### src/logic/tsr_pkg.sv
// shared constants and types of the thermal sensor serial slave
// assumes a 125 MHz system clock and an external converter on the same clock
package tsr_pkg;
    // command byte codes selecting the registers
    localparam logic [7:0] CMD_TEMP = 8'h01;
    localparam logic [7:0] CMD_CONFIG = 8'h03;
    localparam logic [7:0] CMD_MFG = 8'hFE;
    localparam logic [7:0] CMD_DEVREV = 8'hFF;
    // reset values
    localparam logic [7:0] TEMP_RESET = 8'h00;
    localparam logic [7:0] CONFIG_RESET = 8'h80;
    // answer to a reserved command byte
    localparam logic [7:0] READ_FILL = 8'h00;
    // power_down_bit position inside configuration_control
    localparam int POWER_DOWN_BIT_POS = 6;
    // fixed upper four bits of the seven-bit slave address
    localparam logic [3:0] ADDR_UPPER = 4'h9;
    // failsafe result: +127 degrees
    localparam logic [7:0] TEMP_FAULT = 8'h7F;
    // bus timeout, figure in ms, count in cycles
    localparam int CLK_KHZ = 125000;
    localparam int TIMEOUT_MS = 30;
    localparam int TIMEOUT_CYC = TIMEOUT_MS * CLK_KHZ;
    localparam int TCNT_W = 22;

    // serial slave states
    typedef enum logic [3:0] {
        ST_IDLE, ST_ADDR, ST_ADDR_ACK, ST_CMD, ST_CMD_ACK,
        ST_WDATA, ST_WDATA_ACK, ST_RDATA, ST_RD_ACK, ST_IGNORE
    } tsr_bus_st_t;

    // result handed over by the converter
    typedef struct packed {
        logic done;
        logic fault;
        logic [7:0] data;
    } tsr_adc_res_t;

    // commands to the converter
    typedef struct packed {
        logic enable;
        logic start;
        logic abort;
    } tsr_adc_ctl_t;

    // state of the pin synchroniser
    typedef struct packed {
        logic f1;
        logic f2;
        logic f3;
        logic lvl;
    } tsr_sync_st_t;

    // state of the slave and register set
    typedef struct packed {
        tsr_bus_st_t st;
        logic [3:0] bcnt;
        logic [7:0] shreg;
        logic [7:0] cmd;
        logic rw;
        logic drv;
        logic sda_o;
        logic scl_q;
        logic sda_q;
        logic [TCNT_W-1:0] tcnt;
        logic [7:0] configuration_control;
        logic [7:0] remote_temperature_result;
        logic busy;
        logic seen;
        logic start;
        logic abort;
        logic en;
    } tsr_state_t;
endpackage

### src/logic/tsr_sync.sv
// three-stage pin synchroniser with agreement filter
// assumes an asynchronous pin and an already released reset
`timescale 1ns/1ps
module tsr_sync
    import tsr_pkg::*;
#(
    parameter logic RESET_LEVEL = 1'b1
) (
    // clock and reset
    input wire logic clk_sys,
    input wire logic rst_n,
    // pin and filtered level
    input wire logic pin,
    output logic level
);
    tsr_sync_st_t s; // registered state
    tsr_sync_st_t next_s; // next state

    // shift the pin in, accept a change once stage two and three agree
    always_comb begin
        next_s = s;
        next_s.f1 = pin;
        next_s.f2 = s.f1;
        next_s.f3 = s.f2;
        if (s.f2 == s.f3) begin
            next_s.lvl = s.f3;
        end
    end

    // register the state
    always_ff @(posedge clk_sys or negedge rst_n) begin
        if (!rst_n) begin
            s <= '{RESET_LEVEL, RESET_LEVEL, RESET_LEVEL, RESET_LEVEL};
        end else begin
            s <= next_s;
        end
    end

    assign level = s.lvl;
endmodule

### src/logic/tsr_top.sv
// two-wire serial slave and register set of the remote-diode thermal sensor
// assumes the host is the bus master and the converter shares clk_sys
`timescale 1ns/1ps

module tsr_top
    import tsr_pkg::*;
#(
    parameter logic [2:0] ADDR_SEL = 3'h0,
    parameter logic [7:0] MFG_CODE = 8'h5C, // arbitrary value
    parameter logic [3:0] DEV_CODE = 4'hB, // arbitrary value
    parameter logic [3:0] DIE_REV = 4'h0,
    parameter int TIMEOUT_CYCLES = TIMEOUT_CYC
) (
    // clock and reset
    input wire logic clk_sys,
    input wire logic rst_n,
    // serial bus
    input wire logic scl,
    input wire logic sda_in,
    output logic sda_out,
    output logic sda_oe_n,
    // converter
    input wire tsr_adc_res_t adc_res,
    output tsr_adc_ctl_t adc_ctl
);
    logic [1:0] rst_q; // reset release chain
    logic rst_sync_n; // released reset
    logic scl_f; // filtered clock line
    logic sda_f; // filtered data line
    logic rise; // clock rising edge
    logic fall; // clock falling edge
    logic start_c; // start or repeated start
    logic stop_c; // stop condition
    logic tmo; // bus timeout reached
    logic cfg_wr; // configuration write this cycle
    tsr_state_t s; // registered state
    tsr_state_t next_s; // next state

    // read data selection by command byte
    function automatic logic [7:0] rd_mux(input logic [7:0] cmd, input logic [7:0] temp,
                                         input logic [7:0] cfg);
        case (cmd)
            CMD_TEMP: rd_mux = temp;
            CMD_CONFIG: rd_mux = cfg;
            CMD_MFG: rd_mux = MFG_CODE;
            CMD_DEVREV: rd_mux = {DEV_CODE, DIE_REV};
            default: rd_mux = READ_FILL;
        endcase
    endfunction

    // release reset through two flops
    always_ff @(posedge clk_sys or negedge rst_n) begin
        if (!rst_n) begin
            rst_q <= 2'h0;
        end else begin
            rst_q <= {rst_q[0], 1'b1};
        end
    end
    assign rst_sync_n = rst_q[1];

    // pin synchronisers
    tsr_sync u_sync_scl (
        .clk_sys(clk_sys),
        .rst_n(rst_sync_n),
        .pin(scl),
        .level(scl_f)
    );
    tsr_sync u_sync_sda (
        .clk_sys(clk_sys),
        .rst_n(rst_sync_n),
        .pin(sda_in),
        .level(sda_f)
    );

    // line events from the filtered levels
    assign rise = scl_f & ~s.scl_q;
    assign fall = ~scl_f & s.scl_q;
    assign start_c = scl_f & s.scl_q & s.sda_q & ~sda_f;
    assign stop_c = scl_f & s.scl_q & ~s.sda_q & sda_f;
    assign tmo = (s.tcnt == TCNT_W'(TIMEOUT_CYCLES - 1));
    assign cfg_wr = (s.st == ST_WDATA) && fall && (s.bcnt == 4'h8) && (s.cmd == CMD_CONFIG);

    // serial slave, register set and conversion sequencer
    always_comb begin
        next_s = s;
        next_s.scl_q = scl_f;
        next_s.sda_q = sda_f;
        next_s.sda_o = 1'b0;
        next_s.start = 1'b0;
        next_s.abort = 1'b0;
        // count clock-low time inside a transfer
        if (s.st != ST_IDLE && !scl_f) begin
            next_s.tcnt = s.tcnt + TCNT_W'(1);
        end else begin
            next_s.tcnt = '0;
        end
        if (start_c) begin
            // start or repeated start: take an address
            next_s.st = ST_ADDR;
            next_s.bcnt = 4'h0;
            next_s.drv = 1'b0;
        end else if (stop_c || (s.st != ST_IDLE && tmo)) begin
            // stop or timeout: release the line
            next_s.st = ST_IDLE;
            next_s.drv = 1'b0;
            next_s.tcnt = '0;
        end else begin
            case (s.st)
                // receive a byte
                ST_ADDR, ST_CMD, ST_WDATA: begin
                    if (rise) begin
                        next_s.shreg = {s.shreg[6:0], sda_f};
                        next_s.bcnt = s.bcnt + 4'h1;
                    end else if (fall && s.bcnt == 4'h8) begin
                        next_s.bcnt = 4'h0;
                        next_s.drv = 1'b1;
                        if (s.st == ST_ADDR) begin
                            if (s.shreg[7:1] == {ADDR_UPPER, ADDR_SEL}) begin
                                next_s.rw = s.shreg[0];
                                next_s.st = ST_ADDR_ACK;
                            end else begin
                                next_s.drv = 1'b0;
                                next_s.st = ST_IGNORE;
                            end
                        end else if (s.st == ST_CMD) begin
                            next_s.cmd = s.shreg;
                            next_s.st = ST_CMD_ACK;
                        end else begin
                            if (s.cmd == CMD_CONFIG) begin
                                next_s.configuration_control = s.shreg;
                            end
                            next_s.st = ST_WDATA_ACK;
                        end
                    end
                end
                // end of an acknowledge slot
                ST_ADDR_ACK: begin
                    if (fall) begin
                        if (s.rw) begin
                            next_s.shreg = rd_mux(s.cmd, s.remote_temperature_result,
                                                  s.configuration_control);
                            next_s.drv = ~next_s.shreg[7];
                            next_s.bcnt = 4'h1;
                            next_s.st = ST_RDATA;
                        end else begin
                            next_s.drv = 1'b0;
                            next_s.st = ST_CMD;
                        end
                    end
                end
                ST_CMD_ACK: begin
                    if (fall) begin
                        next_s.drv = 1'b0;
                        next_s.st = ST_WDATA;
                    end
                end
                ST_WDATA_ACK: begin
                    if (fall) begin
                        next_s.drv = 1'b0;
                        next_s.st = ST_IGNORE;
                    end
                end
                // shift the read byte out, msb first
                ST_RDATA: begin
                    if (fall) begin
                        if (s.bcnt == 4'h8) begin
                            next_s.drv = 1'b0;
                            next_s.st = ST_RD_ACK;
                        end else begin
                            next_s.drv = ~s.shreg[6];
                            next_s.shreg = {s.shreg[6:0], 1'b0};
                            next_s.bcnt = s.bcnt + 4'h1;
                        end
                    end
                end
                // master ack repeats the byte, nack ends it
                ST_RD_ACK: begin
                    if (rise) begin
                        next_s.st = sda_f ? ST_IGNORE : ST_ADDR_ACK;
                    end
                end
                default: begin
                    next_s.drv = 1'b0;
                end
            endcase
        end
        // conversion sequencer
        next_s.en = ~next_s.configuration_control[POWER_DOWN_BIT_POS];
        if (cfg_wr) begin
            next_s.busy = 1'b0;
            next_s.abort = 1'b1;
            if (next_s.configuration_control[POWER_DOWN_BIT_POS]) begin
                next_s.seen = 1'b0;
            end
        end else if (s.configuration_control[POWER_DOWN_BIT_POS]) begin
            next_s.busy = 1'b0;
            next_s.seen = 1'b0;
        end else if (!s.busy) begin
            next_s.start = 1'b1;
            next_s.busy = 1'b1;
        end else if (adc_res.done) begin
            next_s.busy = 1'b0;
            next_s.seen = 1'b1;
            next_s.remote_temperature_result = (adc_res.fault && s.seen) ?
                TEMP_FAULT : adc_res.data;
        end
    end

    // register the state
    always_ff @(posedge clk_sys or negedge rst_sync_n) begin
        if (!rst_sync_n) begin
            s <= '{st: ST_IDLE, bcnt: 4'h0, shreg: 8'h00, cmd: 8'h00, rw: 1'b0, drv: 1'b0,
                   sda_o: 1'b0, scl_q: 1'b1, sda_q: 1'b1, tcnt: '0,
                   configuration_control: CONFIG_RESET,
                   remote_temperature_result: TEMP_RESET, busy: 1'b0, seen: 1'b0,
                   start: 1'b0, abort: 1'b0, en: 1'b1};
        end else begin
            s <= next_s;
        end
    end

    assign sda_out = s.sda_o;
    assign sda_oe_n = ~s.drv;
    assign adc_ctl = '{enable: s.en, start: s.start, abort: s.abort};
endmodule

### config.mk
export PLATFORM = sky130hd
export DESIGN_NAME = tsr_top
export DESIGN_NICKNAME = d
export VERILOG_FILES = /design/src/logic/tsr_pkg.sv /design/src/logic/tsr_sync.sv /design/src/logic/tsr_top.sv
export SDC_FILE = /design/constraint.sdc
export NUM_CORES = 1
export LEC_CHECK = 0
export ABC_AREA = 1
export BUFFER_PORTS_ARGS = -buffer_cell sky130_fd_sc_hd__buf_2
export CORE_ASPECT_RATIO = 0.75
export CORE_MARGIN = 5
export CORE_UTILIZATION = 55
export DETAILED_ROUTE_END_ITERATION = 8
export PLACE_DENSITY_LB_ADDON = 0.05
export RECOVER_POWER = 25
export SYNTH_ARGS = -nofsm -noshare
export SYNTH_HDL_FRONTEND = slang
export SYNTH_HIERARCHICAL = 1
export SYNTH_SLANG_ARGS = --single-unit
### constraint.sdc
create_clock -name clk_sys -period 5.4 [get_ports clk_sys]
set_input_delay 0.27 -clock clk_sys [delete_from_list [all_inputs] [get_ports clk_sys]]
set_output_delay 0.27 -clock clk_sys [all_outputs]
set_load 0.005 [all_outputs]
==> impl_metrics.toml <==
[run_status]
outcome = "complete, but fails checks"
violations = "max-capacitance violations, max-slew violations"

[synthesis]
netlist_instances = 543
ys_seq_elements = 81
avgSynthCellArea_um2 = 8.16
yosysSeqAreaShare_pct = 46.1
synthArstFlopShare_pct = 100
synth.largest_area_cell = "dfrtp_1"
netlist_area_um2 = 4430
synth-edff-count = 0
synth_top_area_share_pct = 39.0
ys.flop_type = "dfrtp_1"
synth_warnings = 6
ys_top_cells_by_area = "dfrtp_1 39%, nand2_1 10%, dfstp_2 7.1%"
yosysMostFrequentCell = "nand2_1"
yosys-top-cells-count = "119 x nand2_1, 69 x dfrtp_1, 59 x inv_1"
synthesis.nets = 560
synth_cell_types = 49

[worst_hold_path]
hold_path_class = "primary input to flip-flop"

[setup_path]
critPathArrivalTime_ps = 2890
endpoint_kind = "asynchronous set/reset pin"
setup.worst_path.start_class = "flip-flop"
crit_type = "flip-flop to asynchronous set/reset pin"
critPathMaxFanout = 79
cp.required_ps = 5210

[grt]
antenna_found_initial = 0
grt_pass1_wl_mm = 17.4
grt_pass1_vias = 3401
gr-total-overflow = 0
grt_max_degree = 80
grtUsageTotal_pct = 22.4

[timing]
finalCritPeriodShare_pct = 57.1
hold_viol_final = 0
rsz0062_at_grt = "false"
worstMarginPinSlew_ps = 3090
setup_viol = 0
tns_ps = 0
fin_crit_ps = 3080
clock-skew-final_ps = 4.77
slew_headroom_pct = -106
fmax_mhz = 324
slew_viol_final = 80

[clock_network]
cts_resized = 0
numCtsBuffers = 9
htreeDepth = 3
clkTransAtPathRegs_ps = 80
clockBufferDepth = 2
cts_tree = "done"
cts.sinks = 81
clk_latency_ps = 380
hold_buffers = 3
clock-root-buffer = "clkbuf_8"
cts_setup_buffers = 0

[finish]
finalNetCount = 581
multi_input_area_um2 = 2030
n_antenna_cell = 0
layout-drive-gt1-share_pct = 17.8
fillers = 732
syn2layout_area_growth_pct = 7.96
seq_area_um2 = 2040

[routing]
wirelength_mm = 10.0
drcViolationCount = 0
dr.pass1.iters = 5
viasPerCell = 5.40
drt_iter0_markers = 366
antenna_left = 0
vias = 3639
drt-wirelength-per-cell_um = 14.9

[pwr]
p_per_area_nw_per_um2 = 382
power_uw = 1830
p_leak_uw = 0.00220
ir_worst_vdd_v = 0.000198

[floorplan]
dieArea_um2 = 9970
start_util_pct = 56.2
die_y_um = 87.7
row_count = 28
coreArea_um2 = 7880
ios = 19
die_w_um = 114

[placed_design]
port_buffers = 17
gp_congestion = 0.944
dp_hpwl_mm = 7.46

[job]
maxCapViolCount = 1
[layout by cell type (no fill, tap or decap), types with 3 or more instances in the layout]
cell type and n:
nand2_4 3, nand3_2 7, nand4_1 11, and3_1 3, nand2_2 9, o21ai_2 13
xor2_1 6, dfrtp_1 69, nand2_1 119, dlygate4sd3_1 3, nor3_1 15, nor4_1 4
a31oi_1 4, a21oi_1 15, nor2_2 4, nor2_4 5, o21ai_1 6, dfstp_1 4
a22oi_1 6, nand3_1 35, nor2_1 57, dfstp_2 8, inv_1 59, ha_1 3
inv_2 9, clkbuf_1 3, buf_2 14, o21ai_0 34, clkbuf_8 9
[where the power goes]
group	internal, uW	leakage (uW)	switching, uW
Sequential	676	0.00104	77.8
Clock	218	0.0000977	241
Combinational	193	0.00106	421
Total	1090	0.00220	740
[sequential cells by signal, indices dropped and copies added (netlist names)]
| register | flops |
|---|---|
| adc_ctl | 3 |
| rst_q | 2 |
| u_sync_sda/next_s | 2 |
| u_sync_scl/level | 1 |
| s | 68 |
| u_sync_scl/s | 1 |
| u_sync_sda/s | 1 |
| u_sync_sda/level | 1 |
| u_sync_scl/next_s | 2 |
[area by class of cell]
| type | instances | area share, % |
|---|---|---|
| Clock buffer | 9 | 2.59 |
| Tap cell | 105 | 2.75 |
| Sequential cell | 81 | 42.7 |
| Inverter | 70 | 5.54 |
| Timing Repair Buffer | 20 | 2.33 |
| Multi-Input combinational cell | 382 | 42.5 |
| Clock inverter | 7 | 1.65 |
[metrics by stage]
step | std cells | hold WS (ps) | util, % | area (um^2) | setup WS [ps]
floorplan | 543 | -25.6 | - | 4430 | 3000
global placement | 655 | 57.0 | 57.8 | 4560 | 3270
detailed placement | 655 | 57.3 | 57.8 | 4560 | 3240
CTS | 674 | 75.7 | 60.8 | 4790 | 3220
global route | 674 | 103 | 60.7 | 4780 | 1550
finish | 674 | 81.7 | 60.7 | 4780 | 2320
[per-layer routing]
metal / global-route usage [%] / part of all wire, %
met1: 37.2 / 54
met3: 5.11 / 7.5
met5: 0 / 0
met2: 27.6 / 36
met4: 7.75 / 1.6
[kinds of logic (layout without fill, tap and decap cells)]
logic type / Yosys count / count (layout) / share of synthesized area (%)
AND/OR/NAND/NOR: 281 / 281 / 30.6
adder cells (fa/ha/maj): 3 / 3 / 0.847
other: 2 / 2 / 0.169
buffers and inverters: 80 / 106 / 8.07
XOR/XNOR: 7 / 7 / 1.38
flip-flops: 81 / 81 / 46.1
AO/OA/AOI/OAI: 89 / 89 / 12.9
[path summary, 6_finish.rpt]
| path | cells after the start | from | slack (ps) | endpoint |
|---|---|---|---|---|
| min reg2reg | 0 | rst_q[0]$_DFF_PN0_ | 360 | rst_q[1]$_DFF_PN0_ |
| max reg2reg | 0 | rst_q[1]$_DFF_PN0_ | 2320 | s[24]$_DFF_PN0_ |
| max | 0 | rst_q[1]$_DFF_PN0_ | 2320 | s[24]$_DFF_PN0_ |
| min in group asynchronous | 2 | rst_n | 200 | rst_q[1]$_DFF_PN0_ |
| min | 2 | adc_res[9] | 80 | s[4]$_DFF_PN0_ |
| max in group clk_sys | 12 | s[64]$_DFFE_PN0P_ | 3200 | s[3]$_DFFE_PN0P_ |
Power figures use the tool's default switching activity.
